<file path="src/lmc_params.svh">
// Purpose: Offsets, field positions and reset values of the link mode bank
// Assumes: Included by bare name from design files
// Notes:   Definitions only
`ifndef LMC_PARAMS_SVH
`define LMC_PARAMS_SVH

// ----------------------------------------------------------------
// Address map, offsets within one link page
// ----------------------------------------------------------------
`define LMC_OFS_SYS 8'h01
`define LMC_OFS_MODE 8'h20
`define LMC_OFS_CTRL 8'h21
`define LMC_OFS_TERM 8'h32
`define LMC_OFS_EVT 8'h38
`define LMC_NUM_LINKS 8

// ----------------------------------------------------------------
// Field positions
// ----------------------------------------------------------------
`define LMC_MODE_FF_LSB 0
`define LMC_MODE_JV_BIT 2
`define LMC_MODE_CF_BIT 3
`define LMC_CTRL_AMI_BIT 0
`define LMC_CTRL_BPV_BIT 1
`define LMC_CTRL_UNFR_BIT 2
`define LMC_CTRL_RATE_BIT 3
`define LMC_CTRL_MUX_BIT 4
`define LMC_TERM_EXT_BIT 2
`define LMC_SYS_E1GRP_BIT 0

// ----------------------------------------------------------------
// Reset values
// ----------------------------------------------------------------
`define LMC_RST_MODE 8'h00
`define LMC_RST_CTRL 8'h00
`define LMC_RST_TERM 8'h00
`define LMC_RST_SYS 8'h00
`define LMC_RST_EVT 3'h0

`endif

</file>
<file path="src/lmc_pkg.sv">
// Purpose: Types shared by the link mode bank
// Assumes: Nothing
// Notes:   Constants live in lmc_params.svh
package lmc_pkg;
    typedef enum logic [2:0] {
        LMC_FMT_T1_SF,
        LMC_FMT_T1_ESF,
        LMC_FMT_T1_DM,
        LMC_FMT_T1_SLC96,
        LMC_FMT_J1_SF,
        LMC_FMT_J1_ESF,
        LMC_FMT_E1,
        LMC_FMT_RESERVED
    } lmc_fmt_e;

    typedef enum logic [1:0] {
        LMC_CODE_AMI,
        LMC_CODE_B8ZS,
        LMC_CODE_HDB3
    } lmc_code_e;
endpackage

</file>
<file path="src/lmc_link_if.sv">
// Purpose: Carries one link's settings to its decoder and the results back
// Assumes: One instance per link
// Notes:   cfg side owns the registers
`timescale 1ns/10ps
`default_nettype none
interface lmc_link_if;
    import lmc_pkg::*;
    logic [7:0] mode;
    logic [7:0] ctrl;
    logic [7:0] term;
    lmc_fmt_e fmt;
    logic reserved;
    logic unframed;
    logic int_term_en;
    logic [1:0] term_sel;
    lmc_code_e rx_code;
    lmc_code_e tx_code;
    logic bpv_en;
    logic rate_conv;
    logic [1:0] hdlc_cnt;
    modport cfg (output mode, ctrl, term, input fmt, reserved, unframed, int_term_en, term_sel,
        rx_code, tx_code, bpv_en, rate_conv, hdlc_cnt);
    modport dec (input mode, ctrl, term, output fmt, reserved, unframed, int_term_en, term_sel,
        rx_code, tx_code, bpv_en, rate_conv, hdlc_cnt);
endinterface
`default_nettype wire

</file>
<file path="src/lmc_mode_decode.sv">
// Purpose: Turns one link's register contents into its operating personality
// Assumes: Register values are stable flops in the bank
// Notes:   Purely combinational
`timescale 1ns/10ps
`default_nettype none
`include "lmc_params.svh"
module lmc_mode_decode
    import lmc_pkg::*;
(
    // Link settings and results
    lmc_link_if.dec lnk
);
    // ----------------------------------------------------------------
    // Mode decode
    // ----------------------------------------------------------------
    function automatic lmc_fmt_e decode_fmt(input logic [7:0] m);
        logic [1:0] ff;
        ff = m[`LMC_MODE_FF_LSB +: 2];
        if (!m[`LMC_MODE_CF_BIT]) begin
            decode_fmt = LMC_FMT_E1;
        end else if (!m[`LMC_MODE_JV_BIT]) begin
            case (ff)
                2'h0: decode_fmt = LMC_FMT_T1_SF;
                2'h1: decode_fmt = LMC_FMT_T1_ESF;
                2'h2: decode_fmt = LMC_FMT_T1_DM;
                default: decode_fmt = LMC_FMT_T1_SLC96;
            endcase
        end else begin
            case (ff)
                2'h0: decode_fmt = LMC_FMT_J1_SF;
                2'h1: decode_fmt = LMC_FMT_J1_ESF;
                default: decode_fmt = LMC_FMT_RESERVED;
            endcase
        end
    endfunction

    lmc_fmt_e fmt;
    logic e1;
    logic ami;

    always_comb begin
        fmt = decode_fmt(lnk.mode);
        e1 = (fmt == LMC_FMT_E1);
        ami = lnk.ctrl[`LMC_CTRL_AMI_BIT];
        lnk.fmt = fmt;
        lnk.reserved = (fmt == LMC_FMT_RESERVED);
        // Reserved code falls back to unframed so the framer never sees an undefined format
        lnk.unframed = lnk.ctrl[`LMC_CTRL_UNFR_BIT] || (fmt == LMC_FMT_RESERVED);
        lnk.int_term_en = !lnk.term[`LMC_TERM_EXT_BIT];
        lnk.term_sel = lnk.term[`LMC_TERM_EXT_BIT] ? 2'h0 : lnk.term[1:0];
        lnk.rx_code = ami ? LMC_CODE_AMI : (e1 ? LMC_CODE_HDB3 : LMC_CODE_B8ZS);
        // E1 transmit has no AMI choice here
        lnk.tx_code = e1 ? LMC_CODE_HDB3 : (ami ? LMC_CODE_AMI : LMC_CODE_B8ZS);
        lnk.bpv_en = lnk.ctrl[`LMC_CTRL_BPV_BIT] && ami && !e1;
        lnk.rate_conv = lnk.ctrl[`LMC_CTRL_RATE_BIT] && !e1;
        case (fmt)
            LMC_FMT_T1_ESF, LMC_FMT_J1_ESF, LMC_FMT_T1_DM, LMC_FMT_E1: lnk.hdlc_cnt = 2'h3;
            LMC_FMT_T1_SF, LMC_FMT_J1_SF, LMC_FMT_T1_SLC96: lnk.hdlc_cnt = 2'h2;
            default: lnk.hdlc_cnt = 2'h0;
        endcase
    end
endmodule
`default_nettype wire

</file>
<file path="src/lmc_link_mode_config_decode.sv">
// Purpose: Per-link mode and termination register bank with decode for eight links
// Assumes: Parallel register port synchronous to CLK_SYS, one access per strobe cycle
// Notes:   Decoded outputs lag register writes by two enabled clocks
//
// Behaviour
// - Each of eight links keeps its own mode, independent of the others.
// - T1 family: format 00 SF, 01 ESF, 10 DM, 11 SLC-96.
// - J1 variant: format 00 SF, 01 ESF; no DM or SLC-96.
// - Carrier bit low means E1; variant and format are ignored.
// - Mode register sits at 0x020 in each link page, pages 0x100 apart.
// - Termination top bit low enables internal receive matching.
// - Internal codes: 000 75, 001 120, 010 100, 011 110 ohm.
// - Termination top bit high disables internal matching, low bits ignored.
// - Receive decoding uses B8ZS for JAPAN_VARIANT_SELECT, HDB3 for E1, or AMI.
// - Transmit encoding uses AMI or B8ZS for JAPAN_VARIANT_SELECT, HDB3 for E1.
// - Bipolar violation insertion allowed only under AMI coding.
// - HDLC links: three for ESF, DM, E1; two for SF, SLC-96.
// - JAPAN_VARIANT_SELECT system stream may be rate converted 1.544 to 2.048.
// - JAPAN_VARIANT_SELECT links group four per bus; E1 puts one group of four.
// - Receive framing can be bypassed in every carrier family.
// - Loss of signal, code violations and excess zeros are reported per link.
`timescale 1ns/10ps
`default_nettype none
`include "lmc_params.svh"
module lmc_link_mode_config_decode
    import lmc_pkg::*;
(
    // Clock, reset, enable
    input wire logic CLK_SYS,
    input wire logic RST,
    input wire logic CE,
    // Register port
    input wire logic [10:0] ADDR,
    input wire logic [7:0] WDATA,
    input wire logic WR,
    input wire logic RD,
    output logic [7:0] RDATA,
    // Line events, one bit per link
    input wire logic [7:0] LOS_IN,
    input wire logic [7:0] LCV_IN,
    input wire logic [7:0] EXZ_IN,
    // Decoded personality, packed per link
    output logic [23:0] FRAME_FMT,
    output logic [7:0] MODE_RESERVED,
    output logic [7:0] FRAMER_BYPASS,
    output logic [15:0] RX_LINE_CODE,
    output logic [15:0] TX_LINE_CODE,
    output logic [7:0] BPV_INSERT_EN,
    output logic [15:0] HDLC_LINKS,
    output logic [7:0] RATE_CONV_EN,
    output logic [7:0] BUS_MEMBER,
    output logic [7:0] INT_TERM_EN,
    output logic [15:0] TERM_SEL
);
    localparam int NL = `LMC_NUM_LINKS;

    function automatic logic hit(input logic [10:0] a, input logic [2:0] link, input logic [7:0] ofs);
        hit = (a[10:8] == link) && (a[7:0] == ofs);
    endfunction

    // ----------------------------------------------------------------
    // Per-link decoders
    // ----------------------------------------------------------------
    logic [7:0] mode_reg [NL];
    logic [7:0] ctrl_reg [NL];
    logic [7:0] term_reg [NL];
    logic [2:0] evt_reg [NL];
    logic [7:0] sys_reg;
    logic [7:0] rdata_reg;

    lmc_fmt_e d_fmt [NL];
    logic [NL-1:0] d_res, d_unfr, d_term_en, d_bpv, d_rate;
    logic [1:0] d_tsel [NL];
    logic [1:0] d_hdlc [NL];
    lmc_code_e d_rx [NL];
    lmc_code_e d_tx [NL];

    lmc_link_if lif [NL] ();

    genvar g;
    generate
        for (g = 0; g < NL; g++) begin : g_link
            assign lif[g].mode = mode_reg[g];
            assign lif[g].ctrl = ctrl_reg[g];
            assign lif[g].term = term_reg[g];
            lmc_mode_decode u_dec (
                .lnk(lif[g])
            );
            assign d_fmt[g] = lif[g].fmt;
            assign d_res[g] = lif[g].reserved;
            assign d_unfr[g] = lif[g].unframed;
            assign d_term_en[g] = lif[g].int_term_en;
            assign d_tsel[g] = lif[g].term_sel;
            assign d_rx[g] = lif[g].rx_code;
            assign d_tx[g] = lif[g].tx_code;
            assign d_bpv[g] = lif[g].bpv_en;
            assign d_rate[g] = lif[g].rate_conv;
            assign d_hdlc[g] = lif[g].hdlc_cnt;
        end
    endgenerate

    // ----------------------------------------------------------------
    // Register bank
    // ----------------------------------------------------------------
    logic [7:0] mode_next [NL];
    logic [7:0] ctrl_next [NL];
    logic [7:0] term_next [NL];
    logic [2:0] evt_next [NL];
    logic [7:0] sys_next;
    logic [7:0] rdata_next;

    always_comb begin
        sys_next = sys_reg;
        rdata_next = rdata_reg;
        if (CE && WR && hit(ADDR, 3'h0, `LMC_OFS_SYS)) begin
            sys_next = WDATA;
        end
        if (CE && RD) begin
            rdata_next = 8'h00;
            if (hit(ADDR, 3'h0, `LMC_OFS_SYS)) begin
                rdata_next = sys_reg;
            end
        end
        for (int i = 0; i < NL; i++) begin
            mode_next[i] = mode_reg[i];
            ctrl_next[i] = ctrl_reg[i];
            term_next[i] = term_reg[i];
            evt_next[i] = evt_reg[i];
            if (CE && WR && hit(ADDR, 3'(i), `LMC_OFS_MODE)) begin
                mode_next[i] = WDATA;
            end
            if (CE && WR && hit(ADDR, 3'(i), `LMC_OFS_CTRL)) begin
                ctrl_next[i] = WDATA;
            end
            if (CE && WR && hit(ADDR, 3'(i), `LMC_OFS_TERM)) begin
                term_next[i] = WDATA;
            end
            // Write one to clear; an event in the clearing cycle still lands
            if (CE && WR && hit(ADDR, 3'(i), `LMC_OFS_EVT)) begin
                evt_next[i] = evt_next[i] & ~WDATA[2:0];
            end
            if (CE) begin
                evt_next[i] = evt_next[i] | {EXZ_IN[i], LCV_IN[i], LOS_IN[i]};
            end
            if (CE && RD) begin
                if (hit(ADDR, 3'(i), `LMC_OFS_MODE)) begin
                    rdata_next = mode_reg[i];
                end else if (hit(ADDR, 3'(i), `LMC_OFS_CTRL)) begin
                    rdata_next = ctrl_reg[i];
                end else if (hit(ADDR, 3'(i), `LMC_OFS_TERM)) begin
                    rdata_next = term_reg[i];
                end else if (hit(ADDR, 3'(i), `LMC_OFS_EVT)) begin
                    rdata_next = {5'h00, evt_reg[i]};
                end
            end
        end
    end

    always_ff @(posedge CLK_SYS or posedge RST) begin
        if (RST) begin
            sys_reg <= `LMC_RST_SYS;
            rdata_reg <= 8'h00;
            for (int i = 0; i < NL; i++) begin
                mode_reg[i] <= `LMC_RST_MODE;
                ctrl_reg[i] <= `LMC_RST_CTRL;
                term_reg[i] <= `LMC_RST_TERM;
                evt_reg[i] <= `LMC_RST_EVT;
            end
        end else begin
            sys_reg <= sys_next;
            rdata_reg <= rdata_next;
            for (int i = 0; i < NL; i++) begin
                mode_reg[i] <= mode_next[i];
                ctrl_reg[i] <= ctrl_next[i];
                term_reg[i] <= term_next[i];
                evt_reg[i] <= evt_next[i];
            end
        end
    end

    assign RDATA = rdata_reg;

    // ----------------------------------------------------------------
    // Registered decoded outputs
    // ----------------------------------------------------------------
    logic [NL-1:0][2:0] fmt_reg, fmt_next;
    logic [NL-1:0][1:0] rx_reg, rx_next, tx_reg, tx_next, hdlc_reg, hdlc_next, tsel_reg, tsel_next;
    logic [NL-1:0] res_reg, res_next, unfr_reg, unfr_next, bpv_reg, bpv_next;
    logic [NL-1:0] rate_reg, rate_next, bus_reg, bus_next, tint_reg, tint_next;

    always_comb begin
        fmt_next = fmt_reg;
        rx_next = rx_reg;
        tx_next = tx_reg;
        hdlc_next = hdlc_reg;
        tsel_next = tsel_reg;
        res_next = res_reg;
        unfr_next = unfr_reg;
        bpv_next = bpv_reg;
        rate_next = rate_reg;
        bus_next = bus_reg;
        tint_next = tint_reg;
        if (CE) begin
            for (int i = 0; i < NL; i++) begin
                fmt_next[i] = d_fmt[i];
                rx_next[i] = d_rx[i];
                tx_next[i] = d_tx[i];
                hdlc_next[i] = d_hdlc[i];
                tsel_next[i] = d_tsel[i];
                res_next[i] = d_res[i];
                unfr_next[i] = d_unfr[i];
                bpv_next[i] = d_bpv[i];
                rate_next[i] = d_rate[i];
                tint_next[i] = d_term_en[i];
                // E1 has room for only one group of four on the shared bus
                bus_next[i] = ctrl_reg[i][`LMC_CTRL_MUX_BIT] && ((d_fmt[i] != LMC_FMT_E1) ||
                    ((i / 4) == int'(sys_reg[`LMC_SYS_E1GRP_BIT])));
            end
        end
    end

    always_ff @(posedge CLK_SYS or posedge RST) begin
        if (RST) begin
            fmt_reg <= '0;
            rx_reg <= '0;
            tx_reg <= '0;
            hdlc_reg <= '0;
            tsel_reg <= '0;
            res_reg <= '0;
            unfr_reg <= '0;
            bpv_reg <= '0;
            rate_reg <= '0;
            bus_reg <= '0;
            tint_reg <= '0;
        end else begin
            fmt_reg <= fmt_next;
            rx_reg <= rx_next;
            tx_reg <= tx_next;
            hdlc_reg <= hdlc_next;
            tsel_reg <= tsel_next;
            res_reg <= res_next;
            unfr_reg <= unfr_next;
            bpv_reg <= bpv_next;
            rate_reg <= rate_next;
            bus_reg <= bus_next;
            tint_reg <= tint_next;
        end
    end

    assign FRAME_FMT = fmt_reg;
    assign RX_LINE_CODE = rx_reg;
    assign TX_LINE_CODE = tx_reg;
    assign HDLC_LINKS = hdlc_reg;
    assign TERM_SEL = tsel_reg;
    assign MODE_RESERVED = res_reg;
    assign FRAMER_BYPASS = unfr_reg;
    assign BPV_INSERT_EN = bpv_reg;
    assign RATE_CONV_EN = rate_reg;
    assign BUS_MEMBER = bus_reg;
    assign INT_TERM_EN = tint_reg;
endmodule
`default_nettype wire

</file>
<file path="config.mk">
export PLATFORM = sky130hd
export DESIGN_NAME = lmc_link_mode_config_decode
export DESIGN_NICKNAME = d
export VERILOG_FILES = /design/src/lmc_pkg.sv /design/src/lmc_link_if.sv /design/src/lmc_mode_decode.sv /design/src/lmc_link_mode_config_decode.sv
export VERILOG_INCLUDE_DIRS = /design/src
export SDC_FILE = /design/constraint.sdc
export NUM_CORES = 1
export LEC_CHECK = 0
export BUFFER_PORTS_ARGS = -buffer_cell sky130_fd_sc_hd__buf_2
export CAP_MARGIN = 20
export CORE_MARGIN = 2
export CORE_UTILIZATION = 53
export CTS_CLUSTER_SIZE = 14
export DETAILED_ROUTE_END_ITERATION = 8
export GPL_TIMING_DRIVEN = 0
export PLACE_DENSITY = 0.73
export SYNTH_ARGS = -nofsm -noshare
export SYNTH_HDL_FRONTEND = slang
export SYNTH_SLANG_ARGS = --single-unit
</file>
<file path="constraint.sdc">
create_clock -name CLK_SYS -period 36.6 [get_ports CLK_SYS]
set_input_delay 7.32 -clock CLK_SYS [delete_from_list [all_inputs] [get_ports CLK_SYS]]
set_output_delay 7.32 -clock CLK_SYS [all_outputs]
set_load 0.02 [all_outputs]
</file>
; Yosys cells after proc, flatten, opt, wreduce, memory -nomap -nowiden
; Cells that the tools add are included.
[totals]
reg_bits = 368
out_inout_bits = 144
inputBits = 48
[classes]
reduce_logical = 165
n_mux = 138
eq_ne = 92
n_bitwise = 18
[ops]
columns = op, count
row1 = two-way mux 8 bit, 42
row2 = "== test 3 bit, second input constant", 36
row3 = logical AND 1 bit, 100
row4 = two-way mux 3 bit, 32
row5 = two-way mux 2 bit, 32
row6 = case mux 2 bit (2 select lines), 16
row7 = "== test 3 x 2 -> 1 bit, second input constant", 18
row8 = case mux 2 bit (3 select lines), 8
row9 = "== test 8 x 6 -> 1 bit, second input constant", 4
row10 = OR reduction 4 bit, 8
row11 = "== test 3 x 1 -> 1 bit, second input constant", 9
row12 = zero test 3 bit, 9
row13 = bitwise AND 3 bit, 8
row14 = "inequality test 3 bit, second input constant", 8
row15 = bitwise OR 3 bit, 8
row16 = OR reduction 3 bit, 8
row17 = "== test 2 x 1 -> 1 bit, second input constant", 8
row18 = "== test 2 bit, second input constant", 8
row19 = zero test 1 bit, 16
row20 = zero test 2 bit, 8
row21 = logical OR 1 bit, 16
row22 = "== test 8 x 1 -> 1 bit, second input constant", 1
row23 = two-way mux 1 bit, 8
row24 = NOT 3 bit, 1
row25 = NOT 1 bit, 1

; Longest topological paths before layout
; Gate-level depths: netlist of the first run.
[logic_depth]
depth_word = 44
mapped_depth = 11
depth_no_buf = 8

; By module
; From an unflattened synthesis of the first run, not the netlist that was laid out.
[unflattened]
hier_cells = 1531
hier_area_um2 = 17914.7
[by_module_without_submodules]
columns = mod, area_per_inst_um2, cells_per_inst, n_inst, seq_area_each_um2
row1 = lmc_link_mode_config_decode, 16923.7, 1371, 1, 9208.8
row2 = lmc_mode_decode, 123.9, 20, 8, 0.0

; Worst setup path after synthesis of the first run
; No wires, ideal clock.
[synth_timing]
kind = input-to-reg
startpoint = in ADDR[2]
endpoint = reg rdata_reg[2], in the netlist RDATA[2]
setup_slack_ns = 27.304
setup_ns = 0.124
t_arrival_ns = 9.172
cell_stages = 8
n_path_buf = 1
path_cell_list = buf_6 -> or4b_4 -> or4_1 -> o2111ai_1 -> a31oi_1 -> o211ai_1 -> a21oi_1 -> a211o_1
[synth_between]
elab_chain_len = 44
word_cells_on_any_way = 80
classes_between = eq/ne: 5 / mux: 42 / reduce/logical: 33
[synth_lines]
columns = element, line_no
row1 = start: declaration, lmc_link_mode_config_decode.sv:33  ; input wire logic [10:0] ADDR,
row2 = == test 8 x 1 -> 1 bit, lmc_link_mode_config_decode.sv:58  ; hit = (a[10:8] == link) && (a[7:0] == ofs);
row3 = logical AND 1 bit, lmc_link_mode_config_decode.sv:58
row4 = two-way mux 8 bit, lmc_link_mode_config_decode.sv:120  ; if (hit(ADDR, 3'h0, `LMC_OFS_SYS)) begin
row5 = two-way mux 8 bit, lmc_link_mode_config_decode.sv:118  ; if (CE && RD) begin
row6 = two-way mux 8 bit, lmc_link_mode_config_decode.sv:152  ; end else if (hit(ADDR, 3'(i), `LMC_OFS_EVT)) begin
row7 = two-way mux 8 bit, lmc_link_mode_config_decode.sv:150  ; end else if (hit(ADDR, 3'(i), `LMC_OFS_TERM)) begin
row8 = two-way mux 8 bit, lmc_link_mode_config_decode.sv:148  ; end else if (hit(ADDR, 3'(i), `LMC_OFS_CTRL)) begin
row9 = two-way mux 8 bit, lmc_link_mode_config_decode.sv:146  ; if (hit(ADDR, 3'(i), `LMC_OFS_MODE)) begin
row10 = [29 not listed], -
row11 = two-way mux 8 bit, lmc_link_mode_config_decode.sv:146
row12 = two-way mux 8 bit, lmc_link_mode_config_decode.sv:145  ; if (CE && RD) begin
row13 = two-way mux 8 bit, lmc_link_mode_config_decode.sv:152
row14 = two-way mux 8 bit, lmc_link_mode_config_decode.sv:150
row15 = two-way mux 8 bit, lmc_link_mode_config_decode.sv:148
row16 = two-way mux 8 bit, lmc_link_mode_config_decode.sv:146
row17 = two-way mux 8 bit (*), lmc_link_mode_config_decode.sv:145
row18 = net rdata_next[2], lmc_link_mode_config_decode.sv:110  ; logic [7:0] rdata_next;
row19 = end signal: assignment, lmc_link_mode_config_decode.sv:171  ; rdata_reg <= rdata_next;
row20 = end: declaration, lmc_link_mode_config_decode.sv:69  ; logic [7:0] rdata_reg;
; Mark *: on every way through the listed nets, which the timed path passes. The rest lies on a longest branch.
; A chain may end at the register's enable or synchronous reset.

; Worst setup path after layout of the first run
[layout_timing]
startpoint = in ADDR[10]
endpoint = reg rdata_reg[2], in the netlist RDATA[2]
[layout_between]
elab_chain_len = 44
word_cells_on_any_way = 83
classes_between = eq/ne: 7 / mux: 42 / reduce/logical: 34
[layout_lines]
columns = element, line_no
row1 = zero test 3 bit, lmc_link_mode_config_decode.sv:58
row2 = logical AND 1 bit, lmc_link_mode_config_decode.sv:58
row3 = two-way mux 8 bit, lmc_link_mode_config_decode.sv:120
row4 = two-way mux 8 bit, lmc_link_mode_config_decode.sv:118
row5 = two-way mux 8 bit, lmc_link_mode_config_decode.sv:152
row6 = two-way mux 8 bit, lmc_link_mode_config_decode.sv:150
row7 = two-way mux 8 bit, lmc_link_mode_config_decode.sv:148
row8 = two-way mux 8 bit, lmc_link_mode_config_decode.sv:146
row9 = [29 not listed], -
row10 = two-way mux 8 bit, lmc_link_mode_config_decode.sv:146
row11 = two-way mux 8 bit, lmc_link_mode_config_decode.sv:145
row12 = two-way mux 8 bit, lmc_link_mode_config_decode.sv:152
row13 = two-way mux 8 bit, lmc_link_mode_config_decode.sv:150
row14 = two-way mux 8 bit, lmc_link_mode_config_decode.sv:148
row15 = two-way mux 8 bit, lmc_link_mode_config_decode.sv:146
row16 = two-way mux 8 bit (*), lmc_link_mode_config_decode.sv:145
row17 = net rdata_next[2], lmc_link_mode_config_decode.sv:110
; Marked as above.

==> results of run 1 <==
cell usage in the layout (no fill, tap or decap), types with 8 or more instances in the layout:
master,netlist,layout
clkbuf_16,0,39
buf_6,11,11
o21ai_0,67,67
o22ai_1,64,64
dfrtp_1,360,360
nor2b_1,22,22
a21oi_1,101,101
mux2_2,193,193
nor3_1,17,17
a22o_1,28,28
nor3_4,8,8
and2_1,8,8
o211ai_1,20,20
and3_1,8,8
buf_4,15,15
mux2i_1,19,19
a31oi_1,12,12
nand2b_1,15,15
nor2_1,96,96
ha_1,21,21
nand2_1,107,107
a21o_1,9,9
nor4_1,14,14
nand4_1,13,13
a211oi_1,21,21
nand3_1,75,75
inv_1,99,98
buf_2,10,198
mux2_1,24,24
clkbuf_1,62,69
clkbuf_8,3,16
a22oi_1,9,9
worst min-delay path by stage:
stage	from	endpoint	slack (ns)	depth (start not counted)
2_1_floorplan	lif[5].term[3]	lif[5].term[3]	0.45	1
3_3_place_gp	HDLC_LINKS[13]	HDLC_LINKS[13]	0.46	1
3_5_place_dp	HDLC_LINKS[13]	HDLC_LINKS[13]	0.47	1
4_1_cts	HDLC_LINKS[13]	HDLC_LINKS[13]	0.48	1
5_1_grt	lif[5].term[5]	lif[5].term[5]	0.49	1
6_report	HDLC_LINKS[13]	HDLC_LINKS[13]	0.48	1
through the flow:
stage	setup WS, ns	hold WS [ns]
floorplan	19.29	0.449
global placement	15.70	0.460
detailed placement	25.94	0.467
CTS	26.44	0.480
global route	26.23	0.493
finish	26.09	0.478
kinds of logic (layout without fill, tap and decap cells):
family	Yosys count	in the layout	share of synthesized area [%]
and+or+nand+nor	446	446	13.7
AOI/OAI and AO/OA	412	412	15.0
DFF	360	360	49.9
muxes	236	236	14.6
buffers and inverters	207	465	5.40
adders and majority gates	21	21	1.46
other	0	1	0
final cells by class:
class                           count  area (sq um)
Fill cell                        2783         12600
Sequential cell                   360          9010
Multi-Input combinational cell   1115          8070
Clock buffer                       59          1180
Timing Repair Buffer              190           996
Buffer                            108           603
Tap cell                          448           561
Inverter                           99           379
Clock inverter                      9           104
Antenna cell                        1          2.50
power by group through the flow:
stage                     registers [uW]  logic (uW)  clock network [uW]
after floorplan                      415        40.1                   0
after global placement               413        70.4                   0
after detailed placement             413        71.7                   0
after CTS                            405        72.0                 398
after global routing                 406        78.2                 415
final                                406        73.8                 396
routing by layer:
metal | share of wire, % | global-route usage, %
met3 | 9.5 | 8.14
met1 | 39 | 54.9
met4 | 5.4 | 17.8
met5 | 0 | 0
met2 | 46 | 65.1
==> run summary, run 1 <==
status = completed
final core utilization = 62.3%
layout cells sized above 1 = 27.4%
Area growth, synth to finish = 15.8%
Final Non-Filler Cells = 2389
sw frac = 25.5%
Period Utilization, post-route = 28.7%
ys flop type = dfrtp_1
setup repair after global routing missed its margin = no
PnR Total Power = 876 uW
final instance area = 20900 sq um
CTS Buffer Depth = 3
combinational power share = 8.4%
Post-Route WL = 72700 um
DR iter-0 viols = 1830
Max Cap Viol = 0
post-detail-place hpwl = 54600 um
Cell Pwr Density = 41.9 nW/um^2
sequential power share = 46.3%
cell mode on critical path = nand3_1
Core ar. = 33500 sq um
Placement Cell Area = 19600 sq um
# hold bufs at CTS = 0
Warnings, synthesis = 0
register-to-register setup slack = 34.31 ns
startpoint class of the critical path = primary input
area share of the largest cell type after synthesis = 49.9%
ANT nets after route = 0
cells along the critical path = buf_2, buf_4, nor3b_2, nand3_1, o22ai_1, nand3_1, nand4b_1, o21ai_0, a211o_1
later-pin clock latency in the skew report = 0.56 ns
GR Util All Layers = 41.0%
Worst-path clk slew = 0.06 ns
Syn Area/Cell = 10.7 sq um
Vias = 15800
reg2reg end = RDATA[0]
setup skew after layout = 0.0284 ns
synth top area cells = dfrtp_1 50%, mux2_2 12%, a21oi_1 2.8%, nand2_1 2.2%, o22ai_1 2.2%
CP Max Fanout = 10
Critical Path Stages = 9
RR Startpoint = RDATA[0]
Final Critical Period = 10.51 ns
Seq cells post-synth = 360
worst endpoint data arrival time = 10.92 ns
Synthesized Nets = 1751
initial cell density of the core = 53.8%
CTS tree = done
GR Overflow Total = 0
H-tree depth = 2
critical path's top delay family = simple AND/OR/NAND/NOR gates
Port Buffer Count = 187
Buf/Inv on CP = 2
CTS resizes = 0
Top-Level Pins = 192
wire per inst = 30.4 um
Fmax = 0.0951 GHz
share of the yosys chip area belonging to registers = 49.9%
postcts setup bufs = 0
Post-route DRC = 0
Setup crit end = RDATA[2]
CP startpoint = ADDR[10]
die area = 35600 sq um
P_leak = 0.00966 uW
HP Class = flop to flop
EDFF count, synth = 0
die height = 189 um
Final Wtd Congestion = 1.03
asr flop ratio synth = 100%
Max Slew Vio Count = 0
die width = 189 um
Avg Vias per Cell = 6.62
final setup fails = 0
Setup TNS = 0 ns
Placed Cells = 2319
1st-pass router iterations = 5
Slew HR = 15.5%
Setup CP Type = primary input to flop
number of global-route vias before repair = 15500
CP max-delay cell = nor3b_2
Worst Tran Pin Value = 1.26 ns
global-route wire length before repair = 105000 um
clk root buf = clkbuf_16
initial antenna violation count = 0
largest net degree at the start of global routing = 134
Final nets = 1982
Std-Cell Rows = 67
Peak VDD IR = 0.0000354 V
biggest area consumer among synthesized cells = dfrtp_1
Worst R2R Path Depth = 6
Clk pwr share = 45.3%
Commonest cells post-synth = 360 x dfrtp_1, 193 x mux2_2, 107 x nand2_1, 101 x a21oi_1, 99 x inv_1
CTS buffer count = 39
crit path capture type = flop
mapped cell area = 18100 sq um
Internal = 653 uW
P_sw = 223 uW
top-count cell post-synth = dfrtp_1
Slowest Stage Delay on Critical Path = 0.94 ns
Final Hold Fails = 0
TritonCTS Sinks = 360
Syn Inst Count = 1682
Worst Path Required = 37.01 ns
Yosys cell types = 90
No activity file was read; power rests on OpenSTA's default activity.
==> inputs of run 2 (changes only) <==
Settings changed: PLACE_DENSITY 0.73 to 0.76.
Clock period 36.6 ns to 9.2 ns, I/O delays scaled along.
==> run summary, run 2 (synthesis gave the netlist of run 1 again) <==
status = completed
most common cell after layout, fill and taps aside = dfrtp_1
crit path capture type = flop
Worst Tran Pin Value = 1.20 ns
Max Slew Vio Count = 0
TritonCTS Sinks = 360
Final Non-Filler Cells = 2396
Buf/Inv on CP = 2
global-route wire length before repair = 102000 um
die height = 189 um
Post-route DRC = 0
register-to-register setup slack = 6.90 ns
initial antenna violation count = 0
Setup TNS = 0 ns
startpoint class of the critical path = primary input
largest net degree at the start of global routing = 45
CTS Buffer Depth = 3
Worst Path Required = 9.62 ns
final setup fails = 0
1st-pass router iterations = 5
CTS resizes = 0
Port Buffer Count = 187
HP Start = HDLC_LINKS[13]
Slew HR = 19.7%
Post-Route WL = 69500 um
GR Util All Layers = 39.1%
commonest non-fill, non-tap cells in the layout = 360 x dfrtp_1, 198 x buf_2, 193 x mux2_2
Avg Vias per Cell = 6.62
Max Cap Viol = 0
post-detail-place hpwl = 52700 um
CTS buffer count = 39
H-tree depth = 2
Period Utilization, post-route = 52.0%
die width = 189 um
Final Wtd Congestion = 1.05
Placed Cells = 2328
ANT nets after route = 0
CP max-delay cell = nor3b_2
wire per inst = 29.0 um
HP Class = flop to flop
Slowest Stage Delay on Critical Path = 0.96 ns
initial cell density of the core = 53.8%
Core ar. = 33500 sq um
later-pin clock latency in the skew report = 0.54 ns
antenna cell count = 0
GR Overflow Total = 0
CTS tree = done
die area = 35600 sq um
worst endpoint data arrival time = 5.20 ns
Hold Crit Endpoint = HDLC_LINKS[13]
postcts setup bufs = 0
Worst R2R Path Depth = 5
Final nets = 1990
hold depth = 1
Peak VDD IR = 0.000152 V
Vias = 15900
Setup CP Type = primary input to flop
Final Hold Fails = 0
layout cells sized above 1 = 27.7%
setup repair after global routing missed its margin = no
clk root buf = clkbuf_16
cells along the critical path = buf_2, buf_4, nor3b_2, nand3_1, o22ai_1, nand3_1, nand4b_1, a211oi_1, a211o_1
Worst-path clk slew = 0.06 ns
# hold bufs at CTS = 0
Fmax = 0.209 GHz
Top-Level Pins = 192
reg2reg end = RDATA[2]
CP Max Fanout = 10
cell mode on critical path = nand3_1
Std-Cell Rows = 67
Final Critical Period = 4.79 ns
RR Startpoint = RDATA[2]
Area growth, synth to finish = 16.5%
setup skew after layout = 0.0107 ns
number of global-route vias before repair = 15600
DR iter-0 viols = 2102
Cell Pwr Density = 166 nW/um^2
critical path's top delay family = simple AND/OR/NAND/NOR gates
P_leak = 0.00971 uW
run 2: changes by cell type in the layout (fill, tap and decap cells not counted), moves of 2 or more:
| cell | delta |
|---|---|
| buf_16 | -2 |
| bufinv_16 | +2 |
| clkinv_2 | +3 |
| clkbuf_8 | -7 |
| clkinv_4 | -2 |
| buf_12 | +10 |
| clkinvlp_4 | +4 |
run 2: layout make-up:
cell class | instances | area (sq um)
tap | 448 | 561
buffer | 108 | 603
sequential | 360 | 9010
inverter | 99 | 375
timing repair buffer | 198 | 1140
clock inverter | 14 | 168
multi-input combinational | 1115 | 8070
clock buffer | 54 | 1110
fill | 2778 | 12500
run 2: where the power goes:
group	switching [uW]	internal, uW	total (uW)
registers	15.5	1600	1610
logic	210	87.7	297
clock network	657	932	1590
run 2: how the worst max path moves through the flow:
stage | end | slack [ns] | cells past startpoint | start
floorplan | BPV_INSERT_EN[0] | 2.53 | 1 | RST
detailed placement | RDATA[2] | 4.20 | 9 | ADDR[10]
global route | RDATA[2] | 4.53 | 7 | CE
CTS | RDATA[2] | 4.77 | 9 | ADDR[10]
finish | RDATA[2] | 4.41 | 9 | ADDR[10]
global placement | RATE_CONV_EN[5] | 0.61 | 2 | RST
run 2: per-layer routing:
| layer | wire length, um | GRT usage [%] |
|---|---|---|
| met1 | 27100 | 52.6 |
| met3 | 6920 | 7.90 |
| met2 | 31000 | 59.7 |
| met4 | 4500 | 21.6 |
| met5 | 0 | 0 |
run 2: per-stage QoR:
| stage | utilization [%] | area [sq um] | total power (uW) | hold WS [ns] | setup WS (ns) |
|---|---|---|---|---|---|
| 3_3_place_gp | 58.3 | 19600 | 1920 | 0.459 | 0.610 |
| 4_1_cts | 62.7 | 21000 | 3500 | 0.479 | 4.77 |
| 6_report | 62.7 | 21000 | 3500 | 0.480 | 4.41 |
| 2_1_floorplan | - | 18100 | 1810 | 0.449 | 2.53 |
| 5_1_grt | 62.7 | 21000 | 3590 | 0.504 | 4.53 |
| 3_5_place_dp | 58.9 | 19800 | 1930 | 0.467 | 4.20 |
